<file path="src/design/exec_params.svh">
// Purpose: offsets, field positions, reset values and cycle counts
// Assumes: included by the executor module and by its bench
// Notes: byte addresses on a 12-bit apb address
`ifndef EXEC_PARAMS_SVH
`define EXEC_PARAMS_SVH

// control registers
`define OFS_INSTR 12'h000
`define OFS_STAT 12'h004
`define OFS_FLAGS 12'h008
`define OFS_PC 12'h00C
`define OFS_XPTR 12'h010

// windows: 32 words each for gpr and io, data memory above
`define BASE_GPR 12'h100
`define BASE_IO 12'h200
`define BASE_DMEM 12'h400
`define WIN_MASK 12'hF80
`define DMEM_MASK 12'hC00

// status flag bit positions
`define FLG_C 0
`define FLG_Z 1
`define FLG_N 2
`define FLG_V 3
`define FLG_S 4
`define FLG_H 5
`define FLG_T 6
`define FLG_I 7

// reset values
`define FLAGS_RST 8'h00
`define XPTR_RST 16'h0000

// execution lengths in core clocks
`define CYC_SHORT 2'h1
`define CYC_LONG 2'h2

`endif

</file>
<file path="src/design/exec_pkg.sv">
// Purpose: types shared by the executor and its bench
// Assumes: nothing
// Notes: instruction word sits in the low 28 bits of an apb write
package exec_pkg;

	// operation codes of the instruction register
	typedef enum logic [4:0] {
		NO_OPERATION = 5'h00,
		BRANCH_FLAG_SET = 5'h01,
		BRANCH_FLAG_CLEAR = 5'h02,
		BRANCH_SIGNED_GREATER_EQUAL = 5'h03,
		BRANCH_SIGNED_LESS = 5'h04,
		SET_IO_BIT = 5'h05,
		CLEAR_IO_BIT = 5'h06,
		SHIFT_LEFT_LOGICAL = 5'h07,
		SHIFT_RIGHT_LOGICAL = 5'h08,
		ROTATE_LEFT_CARRY = 5'h09,
		ROTATE_RIGHT_CARRY = 5'h0A,
		SHIFT_RIGHT_ARITHMETIC = 5'h0B,
		SWAP_NIBBLES = 5'h0C,
		FLAG_SET = 5'h0D,
		FLAG_CLEAR = 5'h0E,
		STORE_BIT_TO_TRANSFER = 5'h0F,
		LOAD_BIT_FROM_TRANSFER = 5'h10,
		COPY_REGISTER = 5'h11,
		COPY_REGISTER_PAIR = 5'h12,
		INDIRECT_LOAD = 5'h13,
		INDIRECT_LOAD_INC = 5'h14,
		INDIRECT_LOAD_DEC = 5'h15
	} op_type;

	// sequencer states
	typedef enum logic [1:0] {
		EXEC_IDLE = 2'b00,
		EXEC_FIRST = 2'b01,
		EXEC_SECOND = 2'b10
	} state_type;

	// instruction word, msb first
	typedef struct packed {
		logic [2:0] flagSel;
		logic [6:0] offset;
		logic [4:0] src;
		logic [4:0] dst;
		logic [2:0] bitSel;
		op_type op;
	} instr_type;

endpackage : exec_pkg

</file>
<file path="src/design/cpu_branch_bit_shift_move_exec.sv">
// Purpose: executes branch, bit, shift, flag and move instructions
// Assumes: single apb master, one clock, synchronous reset
// Notes: an instruction starts when software writes the instruction word
//
// What this block does
// - signed greater-equal branch jumps when N^V clear
// - signed less branch jumps when N^V set
// - half-carry branches test H, keep flags
// - transfer branches test T, keep flags
// - overflow branches test V, keep flags
// - interrupt branches test I, keep flags
// - set io bit forces one, two clocks
// - clear io bit forces zero, two clocks
// - left shift fills zero, sets Z C N V
// - right shift fills zero, sets Z C N V
// - rotate left through carry, one clock
// - rotate right through carry, one clock
// - flag set writes one to one flag
// - flag clear writes zero to one flag
// - bit store copies register bit to T
// - bit load copies T into register bit
// - load through X then increment X
// - decrement X then load through X
//
// Added by the designer: the register offsets and the APB register port.
`timescale 1ns/10ps
`include "exec_params.svh"
module cpu_branch_bit_shift_move_exec
	import exec_pkg::*;
	#(
	parameter int PC_WIDTH = 12, // program counter width
	parameter int DMEM_DEPTH = 64 // data memory bytes
	) (
	input wire logic core_clk, // core clock
	input wire logic srst, // sync reset, high
	input wire logic psel, // apb select
	input wire logic penable, // apb enable
	input wire logic pwrite, // apb direction
	input wire logic [11:0] paddr, // apb byte address
	input wire logic [31:0] pwdata, // apb write data
	output logic [31:0] prdata, // apb read data
	output logic pready, // apb ready
	output logic pslverr, // apb error
	output logic busy, // instruction running
	output logic [PC_WIDTH-1:0] pcOut, // program counter
	output logic [7:0] statusFlags // status flags
);
	localparam int AW = $clog2(DMEM_DEPTH);

	logic [7:0] gprArr [32];
	logic [7:0] ioArr [32];
	logic [7:0] dmemArr [DMEM_DEPTH];
	logic [7:0] flags_reg;
	logic [PC_WIDTH-1:0] pc_reg;
	logic [15:0] xPtr_reg;
	instr_type instr_reg;
	state_type state_reg;
	logic [7:0] tmp_reg;
	logic taken_reg;
	logic [1:0] lastCycles_reg;
	logic busy_reg;
	logic [31:0] prdata_reg;
	logic pready_reg;
	logic pslverr_reg;

	assign prdata = prdata_reg;
	assign pready = pready_reg;
	assign pslverr = pslverr_reg;
	assign busy = busy_reg;
	assign pcOut = pc_reg;
	assign statusFlags = flags_reg;

	// apb decode; every register takes one aligned word
	wire setupPh = psel & ~penable;
	wire apbAcc = psel & penable & pready_reg;
	wire [7:0] wIdx = paddr[9:2];
	wire aligned = paddr[1:0] == 2'b00;
	wire hitInstr = paddr == `OFS_INSTR;
	wire hitStat = paddr == `OFS_STAT;
	wire hitFlags = paddr == `OFS_FLAGS;
	wire hitPc = paddr == `OFS_PC;
	wire hitX = paddr == `OFS_XPTR;
	wire hitGpr = aligned && (paddr & `WIN_MASK) == `BASE_GPR;
	wire hitIo = aligned && (paddr & `WIN_MASK) == `BASE_IO;
	wire hitDmem = aligned && (paddr & `DMEM_MASK) == `BASE_DMEM && 32'(wIdx) < DMEM_DEPTH;
	wire mapped = hitInstr | hitStat | hitFlags | hitPc | hitX | hitGpr | hitIo | hitDmem;
	// writes while busy are refused so the executor never races software
	wire refuse = ~mapped | (pwrite & (hitStat | busy_reg));
	wire apbWr = apbAcc & pwrite & ~pslverr_reg;
	wire launch = apbWr & hitInstr;

	// execution operands
	wire [4:0] dIdx = instr_reg.dst;
	wire [4:0] sIdx = instr_reg.src;
	wire [2:0] bIdx = instr_reg.bitSel;
	wire [2:0] fIdx = instr_reg.flagSel;
	wire [AW-1:0] xIdx = xPtr_reg[AW-1:0];
	wire [7:0] rdVal = gprArr[dIdx];
	wire [7:0] bitMask = 8'h01 << bIdx;
	wire [7:0] fMask = 8'h01 << fIdx;
	wire inFirst = state_reg == EXEC_FIRST;
	wire inSecond = state_reg == EXEC_SECOND;
	wire [PC_WIDTH-1:0] kExt = PC_WIDTH'($signed(instr_reg.offset));
	wire signedLess = flags_reg[`FLG_N] ^ flags_reg[`FLG_V];
	wire isBranch = instr_reg.op inside {BRANCH_FLAG_SET, BRANCH_FLAG_CLEAR,
		BRANCH_SIGNED_GREATER_EQUAL, BRANCH_SIGNED_LESS};

	// branch condition; the flag select covers H, T, V, I, N and the rest
	logic brTake;
	always_comb begin
		case (instr_reg.op)
			BRANCH_FLAG_SET: brTake = flags_reg[fIdx];
			BRANCH_FLAG_CLEAR: brTake = ~flags_reg[fIdx];
			BRANCH_SIGNED_GREATER_EQUAL: brTake = ~signedLess;
			BRANCH_SIGNED_LESS: brTake = signedLess;
			default: brTake = 1'b0;
		endcase
	end

	// io bit writes and loads need a second clock, so does a taken branch
	logic twoCycle;
	always_comb begin
		case (instr_reg.op)
			SET_IO_BIT, CLEAR_IO_BIT: twoCycle = 1'b1;
			INDIRECT_LOAD, INDIRECT_LOAD_INC, INDIRECT_LOAD_DEC: twoCycle = 1'b1;
			default: twoCycle = brTake;
		endcase
	end

	// shifter and nibble swap
	logic [7:0] shRes;
	logic shCarry;
	always_comb begin
		shRes = rdVal;
		shCarry = 1'b0;
		case (instr_reg.op)
			SHIFT_LEFT_LOGICAL: begin
				shRes = {rdVal[6:0], 1'b0};
				shCarry = rdVal[7];
			end
			SHIFT_RIGHT_LOGICAL: begin
				shRes = {1'b0, rdVal[7:1]};
				shCarry = rdVal[0];
			end
			ROTATE_LEFT_CARRY: begin
				shRes = {rdVal[6:0], flags_reg[`FLG_C]};
				shCarry = rdVal[7];
			end
			ROTATE_RIGHT_CARRY: begin
				shRes = {flags_reg[`FLG_C], rdVal[7:1]};
				shCarry = rdVal[0];
			end
			SHIFT_RIGHT_ARITHMETIC: begin
				shRes = {rdVal[7], rdVal[7:1]};
				shCarry = rdVal[0];
			end
			SWAP_NIBBLES: shRes = {rdVal[3:0], rdVal[7:4]};
			default: shRes = rdVal;
		endcase
	end

	// sequencer
	always_ff @(posedge core_clk) begin
		if (srst) begin
			state_reg <= EXEC_IDLE;
		end else begin
			case (state_reg)
				EXEC_IDLE: state_reg <= launch ? EXEC_FIRST : EXEC_IDLE;
				EXEC_FIRST: state_reg <= twoCycle ? EXEC_SECOND : EXEC_IDLE;
				default: state_reg <= EXEC_IDLE;
			endcase
		end
	end

	// busy, outcome and length of the last instruction
	always_ff @(posedge core_clk) begin
		if (srst) begin
			busy_reg <= 1'b0;
			taken_reg <= 1'b0;
			lastCycles_reg <= 2'h0;
		end else begin
			busy_reg <= launch | (inFirst & twoCycle);
			if (inFirst) begin
				taken_reg <= brTake;
				lastCycles_reg <= twoCycle ? `CYC_LONG : `CYC_SHORT;
			end
		end
	end

	// instruction word
	always_ff @(posedge core_clk) begin
		if (srst) begin
			instr_reg <= '0;
		end else if (launch) begin
			instr_reg <= instr_type'(pwdata[27:0]);
		end
	end

	// program counter; a taken branch reloads in its second clock
	always_ff @(posedge core_clk) begin
		if (srst) begin
			pc_reg <= '0;
		end else if (apbWr && hitPc) begin
			pc_reg <= pwdata[PC_WIDTH-1:0];
		end else if (inFirst && !twoCycle) begin
			pc_reg <= pc_reg + PC_WIDTH'(1);
		end else if (inSecond) begin
			pc_reg <= pc_reg + (taken_reg ? kExt : '0) + PC_WIDTH'(1);
		end
	end

	// status flags; branches, moves and loads leave them alone
	always_ff @(posedge core_clk) begin
		if (srst) begin
			flags_reg <= `FLAGS_RST;
		end else if (apbWr && hitFlags) begin
			flags_reg <= pwdata[7:0];
		end else if (inFirst) begin
			case (instr_reg.op)
				SHIFT_LEFT_LOGICAL, SHIFT_RIGHT_LOGICAL, ROTATE_LEFT_CARRY,
				ROTATE_RIGHT_CARRY, SHIFT_RIGHT_ARITHMETIC: begin
					flags_reg[`FLG_C] <= shCarry;
					flags_reg[`FLG_Z] <= shRes == 8'h00;
					flags_reg[`FLG_N] <= shRes[7];
					flags_reg[`FLG_V] <= shRes[7] ^ shCarry;
				end
				FLAG_SET: flags_reg[fIdx] <= 1'b1;
				FLAG_CLEAR: flags_reg[fIdx] <= 1'b0;
				STORE_BIT_TO_TRANSFER: flags_reg[`FLG_T] <= gprArr[sIdx][bIdx];
				default: flags_reg <= flags_reg;
			endcase
		end
	end

	// general registers; data, so no reset
	always_ff @(posedge core_clk) begin
		if (apbWr && hitGpr) begin
			gprArr[wIdx[4:0]] <= pwdata[7:0];
		end else if (inFirst) begin
			case (instr_reg.op)
				SHIFT_LEFT_LOGICAL, SHIFT_RIGHT_LOGICAL, ROTATE_LEFT_CARRY, ROTATE_RIGHT_CARRY,
				SHIFT_RIGHT_ARITHMETIC, SWAP_NIBBLES: gprArr[dIdx] <= shRes;
				LOAD_BIT_FROM_TRANSFER: gprArr[dIdx][bIdx] <= flags_reg[`FLG_T];
				COPY_REGISTER: gprArr[dIdx] <= gprArr[sIdx];
				COPY_REGISTER_PAIR: begin
					gprArr[{dIdx[4:1], 1'b0}] <= gprArr[{sIdx[4:1], 1'b0}];
					gprArr[{dIdx[4:1], 1'b1}] <= gprArr[{sIdx[4:1], 1'b1}];
				end
				default: gprArr[dIdx] <= rdVal;
			endcase
		end else if (inSecond) begin
			if (instr_reg.op == INDIRECT_LOAD || instr_reg.op == INDIRECT_LOAD_INC) begin
				gprArr[dIdx] <= tmp_reg;
			end else if (instr_reg.op == INDIRECT_LOAD_DEC) begin
				gprArr[dIdx] <= dmemArr[xIdx];
			end
		end
	end

	// io registers; bit writes land in the second clock
	always_ff @(posedge core_clk) begin
		if (apbWr && hitIo) begin
			ioArr[wIdx[4:0]] <= pwdata[7:0];
		end else if (inSecond && instr_reg.op == SET_IO_BIT) begin
			ioArr[dIdx][bIdx] <= 1'b1;
		end else if (inSecond && instr_reg.op == CLEAR_IO_BIT) begin
			ioArr[dIdx][bIdx] <= 1'b0;
		end
	end

	// data memory, written by software only
	always_ff @(posedge core_clk) begin
		if (apbWr && hitDmem) begin
			dmemArr[wIdx[AW-1:0]] <= pwdata[7:0];
		end
	end

	// fetched byte; x beyond the memory wraps on its low bits
	always_ff @(posedge core_clk) begin
		if (srst) begin
			tmp_reg <= 8'h00;
		end else if (inFirst) begin
			tmp_reg <= dmemArr[xIdx];
		end
	end

	// x pointer
	always_ff @(posedge core_clk) begin
		if (srst) begin
			xPtr_reg <= `XPTR_RST;
		end else if (apbWr && hitX) begin
			xPtr_reg <= pwdata[15:0];
		end else if (inFirst && instr_reg.op == INDIRECT_LOAD_DEC) begin
			xPtr_reg <= xPtr_reg - 16'h0001;
		end else if (inSecond && instr_reg.op == INDIRECT_LOAD_INC) begin
			xPtr_reg <= xPtr_reg + 16'h0001;
		end
	end

	// read mux
	logic [31:0] rdData;
	always_comb begin
		rdData = 32'h0000_0000;
		if (hitInstr) rdData = {4'h0, instr_reg};
		else if (hitStat) rdData = {28'h000_0000, taken_reg, busy_reg, lastCycles_reg};
		else if (hitFlags) rdData = {24'h00_0000, flags_reg};
		else if (hitPc) rdData = 32'(pc_reg);
		else if (hitX) rdData = {16'h0000, xPtr_reg};
		else if (hitGpr) rdData = {24'h00_0000, gprArr[wIdx[4:0]]};
		else if (hitIo) rdData = {24'h00_0000, ioArr[wIdx[4:0]]};
		else if (hitDmem) rdData = {24'h00_0000, dmemArr[wIdx[AW-1:0]]};
	end

	// apb answer: zero wait states, decided in the setup cycle
	always_ff @(posedge core_clk) begin
		if (srst) begin
			pready_reg <= 1'b0;
			pslverr_reg <= 1'b0;
			prdata_reg <= 32'h0000_0000;
		end else begin
			pready_reg <= setupPh;
			pslverr_reg <= setupPh & refuse;
			prdata_reg <= (setupPh && !pwrite && mapped) ? rdData : 32'h0000_0000;
		end
	end

	wire shFlagOk = flags_reg[`FLG_Z] == (gprArr[dIdx] == 8'h00) && flags_reg[`FLG_N] == gprArr[dIdx][7]
		&& flags_reg[`FLG_V] == (flags_reg[`FLG_N] ^ flags_reg[`FLG_C]);
endmodule : cpu_branch_bit_shift_move_exec

</file>
<file path="config.mk">
export PLATFORM = sky130hd
export DESIGN_NAME = cpu_branch_bit_shift_move_exec
export DESIGN_NICKNAME = d
export VERILOG_FILES = /design/src/design/exec_pkg.sv /design/src/design/cpu_branch_bit_shift_move_exec.sv
export VERILOG_INCLUDE_DIRS = /design/src /design/src/design
export SDC_FILE = /design/constraint.sdc
export NUM_CORES = 2
export LEC_CHECK = 0
export ABC_CLOCK_PERIOD_IN_PS = 9000
export BUFFER_PORTS_ARGS = -buffer_cell sky130_fd_sc_hd__buf_2
export CAP_MARGIN = 20
export CELL_PAD_IN_SITES_DETAIL_PLACEMENT = 0
export CELL_PAD_IN_SITES_GLOBAL_PLACEMENT = 2
export CORE_MARGIN = 2
export CORE_UTILIZATION = 50
export DETAILED_ROUTE_END_ITERATION = 16
export HOLD_SLACK_MARGIN = 0.06
export PLACE_DENSITY = 0.84
export SYNTH_ARGS = -nofsm -noshare
export SYNTH_HDL_FRONTEND = slang
export SYNTH_SLANG_ARGS = --single-unit
</file>
<file path="constraint.sdc">
create_clock -name core_clk -period 9 [get_ports core_clk]
set_input_delay 1.8 -clock core_clk [delete_from_list [all_inputs] [get_ports core_clk]]
set_output_delay 1.8 -clock core_clk [all_outputs]
set_load 0.005 [all_outputs]
</file>
==> results.json <==
{
  "yosysTopAreaCellShare_pct": 49.0,
  "wl_met2_microns": 95100,
  "tns_ns": 0,
  "htreeDepth": 3,
  "topRoutingLayerUsed": "met5",
  "ys_top_cells_by_area": "edfxtp_1, mux4_2, dfxtp_1",
  "dp_hpwl_microns": 131000,
  "vias": 42604,
  "seq_area_frac_synth_pct": 53.0,
  "cts_tree": "done",
  "yosys.area.top_type": "edfxtp_1",
  "gp_congestion": 0.887,
  "syn-cell-area_sq_um": 62700,
  "clock-sinks": 1148,
  "drt-total-wl_microns": 204000,
  "finalHoldViolations": 0,
  "cts_setup_buffers": 0,
  "cp.required_ns": 9.38,
  "setup_ws_ns": 3.59,
  "fp.dieH_microns": 358,
  "status": "complete, no violations",
  "setup_viol": 0,
  "grt_pass1_vias": 41366,
  "num_rows": 129,
  "rsz0062_at_grt": "no",
  "wl_met1_microns": 77600,
  "max_freq_mhz": 185,
  "worstHoldPathType": "register to register",
  "path_clk_slew_ns": 0.06,
  "avgRoutedWirePerCell_microns": 33.1,
  "critPathLaunchType": "primary input",
  "post_cts_resized": 0,
  "clk_path_buf_depth": 3,
  "drc": 0,
  "grt_pass1_wl_microns": 293000,
  "switchingPower_mw": 2.57,
  "crit_path_max_incr_delay_ns": 0.79,
  "final_antenna_net_count": 0,
  "wl_met3_microns": 20400,
  "synth_cells": 4471,
  "power_frac_clock_pct": 44.2,
  "post-place-ws_ns": 3.02,
  "root_buffer": "clkbuf_16",
  "worst_pin_slew_ns": 1.29,
  "synthArstFlopShare_pct": 0,
  "p_per_area_nw_per_um2": 166,
  "power_mw": 11.4,
  "first_iter_violations": 5440,
  "intPower_mw": 8.84,
  "drtPass1Iterations": 6,
  "grt_overflow": 0,
  "timing.hold.ws_ns": 0.459,
  "fin_skew_ns": 0.0763,
  "die_area_sq_um": 128000,
  "cp_max_fo": 26,
  "syn_area_per_cell_sq_um": 14.0,
  "cp-end-kind": "register",
  "clk_latency_ns": 0.77,
  "synth.ff_latch_count": 1148,
  "hold_buffers": 0,
  "post-route-period-util_pct": 60.1,
  "port_buffers": 95,
  "grt_max_degree": 111,
  "slew_violations": 0,
  "p_seq_share_pct": 50.8,
  "cts_buffers": 120,
  "nets": 4511,
  "yosysUniqueCellTypes": 81,
  "area_delta_synth_final_pct": 9.80,
  "max_cap_viol_count": 0,
  "synth_ff_type": "edfxtp_1",
  "yosysWarningCount": 0,
  "coreArea_sq_um": 124000,
  "grt_usage_pct": 31.9,
  "start_util_pct": 50.5,
  "path_cells": "buf_2, or2_2, nor3_1, a211oi_1, nor3_4, buf_4, mux2i_1, nand2_1, o21ai_0",
  "antenna_found_initial": 12,
  "drive_above_1_share_pct": 25.7,
  "slew_headroom_pct": 13.7,
  "critical_path_arrival_ns": 5.78,
  "worst_path_max_delay_cell": "nand2_1",
  "die_w_microns": 358,
  "p_sw_share_pct": 22.5,
  "critPathKind": "primary input to register",
  "vias_per_cell": 6.90,
  "io_pins": 104,
  "largest_register_ffs": 512,
  "synth-edff-count": 1024,
  "vdd.ir_drop.worst_uv": 163,
  "p_leak_nw": 21.8,
  "p_comb_share_pct": 5.0,
  "finalCriticalPeriod_ns": 5.41
}
[per-stage QoR]
stage	utilization [%]	std cells	instance area, sq um
6_report	55.5	6175	68900
5_1_grt	55.5	6172	68800
4_1_cts	55.4	6164	68700
3_5_place_dp	52.2	5942	64800
3_3_place_gp	52.2	5940	64800
2_1_floorplan	-	4474	62700
[synth_stat cells (34+ instances only)]
| cell type | n |
|---|---|
| edfxtp_1 | 1024 |
| mux4_2 | 657 |
| nor2_1 | 498 |
| o21ai_0 | 441 |
| nand2_1 | 333 |
| clkbuf_1 | 256 |
| mux2i_1 | 231 |
| a21oi_1 | 160 |
| dfxtp_1 | 124 |
| buf_2 | 79 |
| nor3_1 | 46 |
| nand3_1 | 41 |
| mux2_2 | 37 |
| nor2b_1 | 35 |
| buf_1 | 34 |
[power by group through the flow]
stage	Sequential, mW	Combinational (mW)	Clock, mW
2_1_floorplan	5.91	0.324	0
3_3_place_gp	5.91	0.554	0
3_5_place_dp	5.91	0.562	0
4_1_cts	5.79	0.563	5.08
5_1_grt	5.79	0.595	5.27
6_report	5.79	0.571	5.05
[layout make-up]
type	count	area, sq um
Inverter	27	101
Clock buffer	142	3090
Fill cell	10026	55300
Antenna cell	4	10.0
Multi-Input combinational cell	2900	27800
Clock inverter	80	828
Tap cell	1637	2050
Timing Repair Buffer	237	1700
Sequential cell	1148	33300
[kinds of logic after synthesis]
family,Yosys count,synth area share [%]
AOI/OAI and AO/OA,843,7.90
adders and majority gates,28,0.583
xor gates and xnor gates,22,0.307
buffers and inverters,426,2.92
muxes,926,28.0
other,1,0.00598
and+or+nand+nor,1077,7.32
DFF,1148,53.0
[path summary, 6_finish.rpt]
path / start / to / slack [ns] / cells after the start
worst max-delay path: paddr[7] / gprArr[19][7] / 3.59 / 9
worst min-delay path: tmp_reg[6] / tmp_reg[6] / 0.46 / 2
worst min register to register: tmp_reg[6] / tmp_reg[6] / 0.46 / 2
worst max register to register: register / gprArr[31][1] / 3.87 / 9
[layer usage]
layer	global-route usage, %	up-vias
met5	0	-
met4	14.3	4
met3	6.67	511
met2	49.8	2458
met1	43.4	21876
li1	-	17755
[worst max-delay path: cells and delay by family]
family / cells / cell delay (ns)
simple gates: 4 / 1.87
compound gates: 2 / 0.74
mux: 1 / 0.71
buf+inv: 2 / 0.62
[layout by cell type, fill, tap and decap left out, drive strengths merged, types with 8 or more instances in the layout]
| master | instances |
|---|---|
| xor2 | 9 |
| edfxtp | 1024 |
| dfxtp | 124 |
| nor4 | 10 |
| a221o | 8 |
| nand2 | 333 |
| mux2 | 37 |
| buf | 235 |
| nand3 | 41 |
| o31ai | 9 |
| nor2b | 35 |
| o21ai | 458 |
| a21oi | 160 |
| ha | 26 |
| bufinv | 14 |
| clkinv | 57 |
| a221oi | 17 |
| nor3 | 47 |
| and2 | 31 |
| o211ai | 21 |
| nand2b | 19 |
| a211oi | 30 |
| nor2 | 499 |
| clkbuf | 144 |
| inv | 31 |
| a2111oi | 13 |
| nor3b | 9 |
| o22ai | 19 |
| a31oi | 8 |
| a22o | 18 |
| mux2i | 232 |
| a22oi | 19 |
| and3 | 17 |
| mux4 | 657 |
| or3 | 12 |
| xnor2 | 13 |
Note: power is estimated with default switching activity, not from simulation.
